### config.mk
export PLATFORM = sky130hd
export DESIGN_NAME = core_decode_timing
export DESIGN_NICKNAME = d
export VERILOG_FILES = /design/src/rtl/icycle_divider.v /design/src/rtl/core_decode_timing.v
export VERILOG_INCLUDE_DIRS = /design/src /design/src/rtl
export SDC_FILE = /design/constraint.sdc
export NUM_CORES = 1
export LEC_CHECK = 0
export CAP_MARGIN = 0
export CORE_MARGIN = 4
export CORE_UTILIZATION = 30
export CTS_BUF_LIST = sky130_fd_sc_hd__clkbuf_16
export CTS_CLUSTER_DIAMETER = 100
export DETAILED_ROUTE_END_ITERATION = 8
export DONT_BUFFER_PORTS = 1
export SLEW_MARGIN = 40
export SYNTH_ARGS = -nofsm -noshare
export SYNTH_HDL_FRONTEND = slang
export SYNTH_SLANG_ARGS = --single-unit
### constraint.sdc
create_clock -name clk -period 1.6 [get_ports clk]
set_clock_uncertainty 0.1 [all_clocks]
set_input_delay 0.08 -clock clk [delete_from_list [all_inputs] [get_ports clk]]
set_output_delay 0.08 -clock clk [all_outputs]
set_load 0.01 [all_outputs]
### src/rtl/core_decode_regs.vh
// Constants for the instruction decode and cycle-timing block.
// Assumes a single clock and instruction words presented in step with it.
// Summary of operation
// RULE_01 - Every instruction is one 14-bit word that holds its opcode and all of its operands.
// RULE_02 - Opcodes are sorted into byte-oriented file, bit-oriented file and literal/control classes.
// RULE_03 - Any instruction that is not a listed exception finishes in one instruction cycle.
// RULE_04 - The direct call and the call through the working register take two cycles.
// RULE_05 - Plain return, return with literal and interrupt return take two cycles each.
// RULE_06 - Jump, relative branch and branch by W take two cycles, and skips take two when taken.
// RULE_07 - Indirect file access through a pointer into program memory adds one more cycle.
// RULE_08 - One instruction cycle lasts four oscillator clocks.
// RULE_09 - A file-register target is always read, then modified, then stored, even if only written.
// RULE_10 - Destination bit 0 sends the result to W and bit 1 sends it back to the file register.
// RULE_11 - The file-address field selects a register from 0x00 to 0x7F of the current bank.
// RULE_12 - The bit-address field selects one bit of the addressed 8-bit file register.
// RULE_13 - Don't-care bits are ignored and may hold either value.
// RULE_14 - The pointer-number field chooses pointer pair 0 or 1.
// RULE_15 - The two-bit mode field selects pre-increment, pre-decrement, post-increment or post-decrement.
// RULE_16 - A word outside the defined encodings executes as a one-cycle no-operation.
`ifndef CORE_DECODE_REGS_VH
`define CORE_DECODE_REGS_VH

// ************************************************************
// Word layout
// ************************************************************
`define WORD_W          14
`define FADDR_W         7
`define FADDR_LSB       0
`define DEST_BIT        7
`define BITSEL_LSB      7
`define BITSEL_W        3
`define LIT_W           8
`define PTRN_BIT        2
`define PTRMODE_LSB     0

// ************************************************************
// Classes
// ************************************************************
`define CLASS_BYTE      2'b00
`define CLASS_BIT       2'b01
`define CLASS_LITCTL    2'b10
`define CLASS_NOP       2'b11

// ************************************************************
// Fixed encodings, pattern and care mask
// ************************************************************
`define CALL_MASK       14'h3800
`define CALL_PAT        14'h2000
`define JUMP_MASK       14'h3800
`define JUMP_PAT        14'h2800
`define RBR_MASK        14'h3e00
`define RBR_PAT         14'h3200
`define BTSC_MASK       14'h3c00
`define BTSC_PAT        14'h1800
`define BTSS_MASK       14'h3c00
`define BTSS_PAT        14'h1c00
`define DSZ_MASK        14'h3f00
`define DSZ_PAT         14'h0b00
`define ISZ_MASK        14'h3f00
`define ISZ_PAT         14'h0f00
`define CTL_REGION_MASK 14'h3f80
`define CTL_REGION_PAT  14'h0000

// ************************************************************
// Timing and reset values
// ************************************************************
`define CLKS_PER_ICYC   4
`define PHASE_READ      2'd1
`define PHASE_WRITE     2'd3
`define RST_WORD        14'h0000

`endif

### src/rtl/icycle_divider.v
// Instruction-cycle phase divider.
// Assumes clk is the oscillator clock and nrst an asynchronous active-low reset.
`include "core_decode_regs.vh"

module icycle_divider #(
  parameter CLKS = `CLKS_PER_ICYC
) (
  input  wire       clk,
  input  wire       nrst,
  output reg  [1:0] phase_q,
  output reg        cyc_start_q
);

  // ************************************************************
  // Phase counter
  // ************************************************************
  always @(posedge clk or negedge nrst)
  begin
    if (!nrst)
    begin
      phase_q     <= 2'd0;
      cyc_start_q <= 1'b0;
    end
    else
    begin
      // Four clocks per instruction cycle [RULE_08]
      if (phase_q == CLKS - 1)
        phase_q <= 2'd0;
      else
        phase_q <= phase_q + 2'd1;
      cyc_start_q <= (phase_q == CLKS - 1);
    end
  end

endmodule

### src/rtl/core_decode_timing.v
// Instruction decoder and cycle sequencer.
// Assumes program memory presents instr_word valid on the clock after fetch_q,
// that skip_cond is steady by the write phase, and that ptr_in_prog is steady at the cycle start.
`include "core_decode_regs.vh"

module core_decode_timing #(
  // Encodings of these control words are not fixed here; values are arbitrary
  parameter [13:0] WCALL_PAT   = 14'h000a,
  parameter [13:0] RET_PAT     = 14'h0008,
  parameter [13:0] RETLIT_MASK = 14'h3f00,
  parameter [13:0] RETLIT_PAT  = 14'h3400,
  parameter [13:0] IRET_PAT    = 14'h0009,
  parameter [13:0] WBR_PAT     = 14'h000b,
  parameter [13:0] IND_MASK    = 14'h3ff0,
  parameter [13:0] IND_PAT     = 14'h0010,
  parameter [6:0]  IND_PORT0   = 7'h00,
  parameter [6:0]  IND_PORT1   = 7'h01
) (
  input  wire        clk,
  input  wire        nrst,
  input  wire [13:0] instr_word,
  input  wire        skip_cond,
  input  wire [1:0]  ptr_in_prog,
  output reg         fetch_q,
  output reg         instr_start_q,
  output reg         extra_cycle_q,
  output reg  [1:0]  op_class_q,
  output reg  [6:0]  file_addr_q,
  output reg  [2:0]  bit_sel_q,
  output reg  [7:0]  literal_q,
  output reg         dest_file_q,
  output reg         ptr_sel_q,
  output reg  [1:0]  pointer_update_mode_q,
  output reg         ptr_update_q,
  output reg         file_rd_q,
  output reg         file_wr_q,
  output reg         wreg_wr_q,
  output reg  [1:0]  phase_q
);

  wire [1:0] phase;
  wire       cyc_start;

  // ************************************************************
  // Instruction-cycle divider
  // ************************************************************
  // cyc_start marks phase 0 of every instruction cycle [RULE_08]
  // Kept apart, though the two-bit phase_q and the fixed read and write phases tie CLKS to 4
  icycle_divider u_div (
    .clk         (clk),
    .nrst        (nrst),
    .phase_q     (phase),
    .cyc_start_q (cyc_start)
  );

  // ************************************************************
  // Combinational decode of the incoming word
  // ************************************************************
  // Masks leave don't-care bits out of the masked compares; W call, return, interrupt return and W branch match whole words [RULE_13]
  wire is_call_dir = ((instr_word & `CALL_MASK) == `CALL_PAT);
  wire is_call_w   = (instr_word == WCALL_PAT);
  wire is_call     = is_call_dir || is_call_w;
  wire is_ret_sub  = (instr_word == RET_PAT);
  wire is_ret_int  = (instr_word == IRET_PAT);
  wire is_ret_lit  = ((instr_word & RETLIT_MASK) == RETLIT_PAT);
  wire is_ret      = is_ret_sub || is_ret_int || is_ret_lit;
  wire is_jump     = ((instr_word & `JUMP_MASK) == `JUMP_PAT);
  wire is_relbr    = ((instr_word & `RBR_MASK) == `RBR_PAT);
  wire is_wbr      = (instr_word == WBR_PAT);
  wire is_branch   = is_jump || is_relbr || is_wbr;
  // Skips: the two bit tests and the two counting file operations
  wire is_skip   = ((instr_word & `BTSC_MASK) == `BTSC_PAT)
                 || ((instr_word & `BTSS_MASK) == `BTSS_PAT)
                 || ((instr_word & `DSZ_MASK) == `DSZ_PAT)
                 || ((instr_word & `ISZ_MASK) == `ISZ_PAT);
  wire skip_on_set = ((instr_word & `BTSS_MASK) == `BTSS_PAT);
  wire is_ind    = ((instr_word & IND_MASK) == IND_PAT);
  wire in_ctl    = ((instr_word & `CTL_REGION_MASK) == `CTL_REGION_PAT);
  wire [1:0] top = instr_word[13:12];
  wire [3:0] nib = instr_word[11:8];
  wire byte11    = (top == 2'b11) && ((nib == 4'h5) || (nib == 4'h6) || (nib == 4'h7)
                 || (nib == 4'hb) || (nib == 4'hd));
  wire is_byte   = ((top == 2'b00) && !in_ctl) || byte11;
  wire is_bit    = (top == 2'b01);
  wire ctl_known = is_call || is_ret || is_branch || is_ind;
  wire [6:0] faddr = instr_word[`FADDR_LSB +: `FADDR_W];
  // A file operand that names an access port goes through that port's pointer
  wire ind_ref   = (is_byte || is_bit) && ((faddr == IND_PORT0) || (faddr == IND_PORT1));
  wire ind_ptr   = (faddr == IND_PORT1);

  // ************************************************************
  // Class select
  // ************************************************************
  reg [1:0] cls;
  always @*
  begin
    cls = `CLASS_LITCTL;
    // Three classes, with unmatched control words falling to a no-op [RULE_02] [RULE_16]
    if (is_byte)
      cls = `CLASS_BYTE;
    else if (is_bit)
      cls = `CLASS_BIT;
    else if (in_ctl && !ctl_known)
      cls = `CLASS_NOP;
  end

  // Two-cycle classes and the program-memory pointer penalty
  wire two_cyc   = is_call || is_ret || is_branch;                // [RULE_04] [RULE_05] [RULE_06]
  wire ind_slow  = (ind_ref && ptr_in_prog[ind_ptr])
                 || (is_ind && ptr_in_prog[instr_word[`PTRN_BIT]]); // [RULE_07]
  // Never more than two owed cycles, so two bits hold the sum
  wire [1:0] extra = {1'b0, two_cyc} + {1'b0, ind_slow};

  // ************************************************************
  // Cycle sequencer
  // ************************************************************
  // left_q holds the cycles still owed after the current one; first_q marks
  // the first cycle, the only one in which the file is read or written.
  // A taken skip adds its cycle in the write phase, well after decode.
  reg [1:0] left_q;
  reg       first_q;
  reg       skip_op_q;
  reg       skip_set_q;
  reg       uses_file_q;

  // Set-skips and counting skips are taken on skip_cond high, clear-skips on
  // it low; skip_cond is live, so this only counts in the first write phase
  wire skip_taken = skip_op_q && (skip_cond ^ ((op_class_q == `CLASS_BIT) && !skip_set_q));

  always @(posedge clk or negedge nrst)
  begin
    if (!nrst)
    begin
      left_q                <= 2'd0;
      first_q               <= 1'b0;
      skip_op_q             <= 1'b0;
      skip_set_q            <= 1'b0;
      uses_file_q           <= 1'b0;
      fetch_q               <= 1'b0;
      instr_start_q         <= 1'b0;
      extra_cycle_q         <= 1'b0;
      op_class_q            <= `CLASS_NOP;
      file_addr_q           <= 7'h00;
      bit_sel_q             <= 3'd0;
      literal_q             <= 8'h00;
      dest_file_q           <= 1'b0;
      ptr_sel_q             <= 1'b0;
      pointer_update_mode_q <= 2'd0;
      ptr_update_q          <= 1'b0;
      file_rd_q             <= 1'b0;
      file_wr_q             <= 1'b0;
      wreg_wr_q             <= 1'b0;
      phase_q               <= 2'd0;
    end
    else
    begin
      phase_q       <= phase;
      instr_start_q <= 1'b0;
      fetch_q       <= 1'b0;
      ptr_update_q  <= 1'b0;
      file_rd_q     <= 1'b0;
      file_wr_q     <= 1'b0;
      wreg_wr_q     <= 1'b0;
      if (cyc_start)
      begin
        if (left_q == 2'd0)
        begin
          // Whole word taken at once: opcode and operands together [RULE_01]
          instr_start_q <= 1'b1;
          extra_cycle_q <= 1'b0;
          first_q       <= 1'b1;
          left_q        <= extra;                                   // [RULE_03]
          op_class_q    <= cls;
          file_addr_q   <= faddr;                                   // [RULE_11]
          bit_sel_q     <= instr_word[`BITSEL_LSB +: `BITSEL_W];    // [RULE_12]
          literal_q     <= instr_word[`LIT_W-1:0];
          dest_file_q   <= is_bit || instr_word[`DEST_BIT];         // [RULE_10]
          ptr_sel_q     <= is_ind ? instr_word[`PTRN_BIT] : ind_ptr; // [RULE_14]
          pointer_update_mode_q <= instr_word[`PTRMODE_LSB +: 2];   // [RULE_15]
          ptr_update_q  <= is_ind;
          skip_op_q     <= is_skip;
          skip_set_q    <= skip_on_set;
          uses_file_q   <= is_byte || is_bit;
        end
        else
        begin
          left_q        <= left_q - 2'd1;
          extra_cycle_q <= 1'b1;
          first_q       <= 1'b0;
        end
      end
      else if (first_q)
      begin
        // Read always precedes the store, even for write-only targets [RULE_09]
        if (phase == `PHASE_READ)
          file_rd_q <= uses_file_q;
        if (phase == `PHASE_WRITE)
        begin
          file_wr_q <= uses_file_q && dest_file_q && !skip_set_q_bitop(skip_op_q);
          wreg_wr_q <= uses_file_q && !dest_file_q;                 // [RULE_10]
          // A taken skip costs one more cycle [RULE_06]
          if (skip_taken)
            left_q <= left_q + 2'd1;
        end
      end
      // Fetch the following word in the last cycle of this instruction
      if (phase == `PHASE_WRITE && left_q == 2'd0 && !(first_q && skip_taken))
        fetch_q <= 1'b1;
    end
  end

  // ************************************************************
  // Helper
  // ************************************************************
  // Bit-test skips only read their file register; counting skips write it back when dest_file_q is set
  function skip_set_q_bitop;
    input sk;
    begin
      skip_set_q_bitop = sk && (op_class_q == `CLASS_BIT);
    end
  endfunction

endmodule

==> flow_summary.json <==
{
  "p_leak_nw": 0.9503,
  "cap_violations": 0,
  "wl_um": 3547,
  "die_x_um": 79.30,
  "yosysWarnings": 0,
  "crit_type": "in -> reg",
  "cts_buffer_depth": 2,
  "hold_viol": 0,
  "irDropWorstVdd_uv": 436.1,
  "final_nets": 205,
  "path_max_fanout": 2,
  "port_buffers": 0,
  "finalCriticalPeriod_ns": 1.526,
  "crit_required_ns": 1.66,
  "slew_viol_final": 0,
  "place_ws_ns": -0.2244,
  "antenna_found_initial": 0,
  "fin_crit_sh_pct": 95.35,
  "syn_inst": 156,
  "insertion_delay_ns": 0.28,
  "syn2layout_area_growth_pct": 30.02,
  "async_flop_share_pct": 100.0,
  "layout-drive-gt1-share_pct": 18.68,
  "relSlewSlack_pct": 78.50,
  "cp.arrival_ns": 1.58,
  "p_per_area_nw_per_um2": 1528,
  "path_common_cell": "mux2i_1",
  "whs_ns": 0.01391,
  "via_per_inst": 4.614,
  "fin_tns_setup_ns": 0,
  "first_pass_iters": 4,
  "finish.utilization_pct": 41.17,
  "grt_setup_unrepaired": "yes",
  "cp-start-kind": "primary input",
  "fp.coreArea_sq_um": 4817,
  "ios": 52,
  "worstSetupEndpointType": "register",
  "fmax_mhz": 655.4,
  "synth_area_sq_um": 1525,
  "cts.sinks": 32,
  "root_buffer": "clkbuf_16",
  "grt_max_degree": 33,
  "crit_chain": "or4_4 > nor3_4 > a2bb2oi_2 > o22ai_1 > ha_1 > mux2i_1 > nand2_1 > o21ai_0 > mux2i_1",
  "stdcell_count": 249,
  "start_util_pct": 31.66,
  "antenna_cells": 0,
  "hpwl_um": 2525,
  "crit_path_max_incr_delay_ns": 0.52,
  "drt_iter0_drc": 68,
  "num_rows": 25,
  "path_clk_slew_ns": 0.05,
  "slowest_stage": "or4_4",
  "synth-seq-cells": 32,
  "fillCellCount": 487,
  "multi_input_area_sq_um": 605.6,
  "hold_path_class": "in -> reg",
  "grt_first_pass_wirelength_um": 5982,
  "num_vias": 1149,
  "ys_types": 37,
  "dp_cells": 222,
  "die_h_um": 79.30,
  "final_antenna_net_count": 0,
  "cts-buffers-inserted": 5,
  "seq_area_sq_um": 803.3,
  "path_buf_inv": 0,
  "syn_nets": 180,
  "htreeDepth": 2,
  "drc": 0,
  "globalRouteTotalUtil_pct": 12.68,
  "setup_viol": 0,
  "tritoncts": "done",
  "yosysSeqAreaShare_pct": 52.67,
  "cp_top_family": "simple AND/OR/NAND/NOR gates",
  "worst_slew_pin_slew_ns": 0.3196,
  "grt_pass1_vias": 1222,
  "dieArea_sq_um": 6288,
  "avgRoutedWirePerCell_um": 14.24,
  "overflow": 0,
  "synth_flop_cell": "dfrtp_1",
  "status": "complete, no violations",
  "synth_edf_count": 0,
  "worst_slack_ns": 0.07432,
  "syn_area_per_cell_sq_um": 9.777,
  "place.gp.congestion": 0.7442
}
-- logic make-up after synthesis --
group | Yosys count | synth area share (%)
multiplexers | 7 | 4.758
XOR/XNOR | 1 | 0.5743
AND/OR/NAND/NOR | 66 | 19.93
adder cells (fa/ha/maj) | 5 | 4.102
buffers and inverters | 22 | 7.957
AO/OA/AOI/OAI | 23 | 10.01
flip-flops | 32 | 52.67
-- flip-flops by register name, summed over array words and instances, names as in the netlist, 2 cells and up --
name           cells
u_div.phase_q      2
left_q             2
bit_sel_q          3
op_class_q         2
file_addr_q        6
phase_q            2
-- cell usage after synthesis (all sizes together), types with 2 or more instances --
cell type / n / share of area, %
buf: 11 / 5.2
dfstp: 2 / 3.4
nor2: 10 / 2.5
clkbuf: 3 / 0.74
and3: 2 / 0.82
ha: 5 / 4.1
o21ai: 6 / 2.0
o31ai: 2 / 0.98
mux2: 2 / 1.5
a21oi: 6 / 2.0
nor3b: 2 / 0.98
dfrtp: 30 / 49
inv: 8 / 2.0
nand2: 43 / 11
mux2i: 5 / 3.3
-- power by group --
group	total (mW)	internal, mW	switching [mW]
combinational	0.498	0.256	0.242
clock	1.08	0.730	0.345
sequential	1.46	1.08	0.379
total	3.03	2.06	0.966
-- final cells by class --
class                      count  share of cell area (%)
clock buffer                   5                   6.309
clock inverter                 3                   2.145
inverter                       8                   1.514
multi-input combinational    102                   30.54
sequential                    32                   40.50
tap                           67                   4.227
timing repair buffer          32                   14.76
-- worst register-to-register path: stages (launching register included) --
cell,delay [ns]
dfstp_2,0.52
nor3b_2,0.17
xor2_1,0.25
a21o_1,0.19
mux2i_1,0.19
-- cell usage in the layout (no fill, tap or decap), types with 2 or more instances in the layout --
cell type | Yosys | layout
ha_1 | 5 | 5
dfstp_2 | 2 | 2
dfrtp_1 | 30 | 30
mux2i_1 | 5 | 5
clkbuf_16 | 0 | 5
dlygate4sd3_1 | 0 | 14
buf_4 | 10 | 16
and3_1 | 2 | 2
a21oi_1 | 6 | 6
o21ai_0 | 6 | 6
nor2_1 | 10 | 10
nand2_1 | 43 | 43
inv_1 | 7 | 6
inv_2 | 1 | 2
o31ai_1 | 2 | 2
-- final timing paths --
check                                       from            end  slack (ns)  cells after the start
worst max-delay path               instr_word[7]      left_q[1]        0.07                      9
worst max register to register     op_class_q[0]      left_q[1]        0.10                      4
worst min-delay path              instr_word[13]  op_class_q[0]        0.01                      2
max in group asynchronous                   nrst  op_class_q[0]        1.01                      2
min in group asynchronous                   nrst     phase_q[0]        0.15                      2
worst min register to register  u_div.phase_q[1]     phase_q[1]        0.30                      0
-- metrics by stage --
stage,area (sq um),total power [mW]
after floorplan,1525,1.885
after global placement,1615,1.894
after detailed placement,1615,1.907
after CTS,1966,3.071
after global routing,1983,3.237
final,1983,3.031
-- routing by layer --
metal | up-vias | wire length [um] | track usage (%)
met2 | 41 | 1599 | 19.28
met3 | 6 | 355 | 6.463
met4 | 0 | 59 | 4.639
met1 | 540 | 1532 | 15.32
met5 | - | 0 | 0
li1 | 562 | - | -
-- repair_timing --
action	4_1_cts	5_1_grt
buffers inserted	1	2
hold buffers	16	0
endpoints found under the hold margin	47	0
endpoints found under the setup margin	2	3
pin swaps	1	0
resized for setup	1	2
No activity file was read; power rests on OpenSTA's default activity.
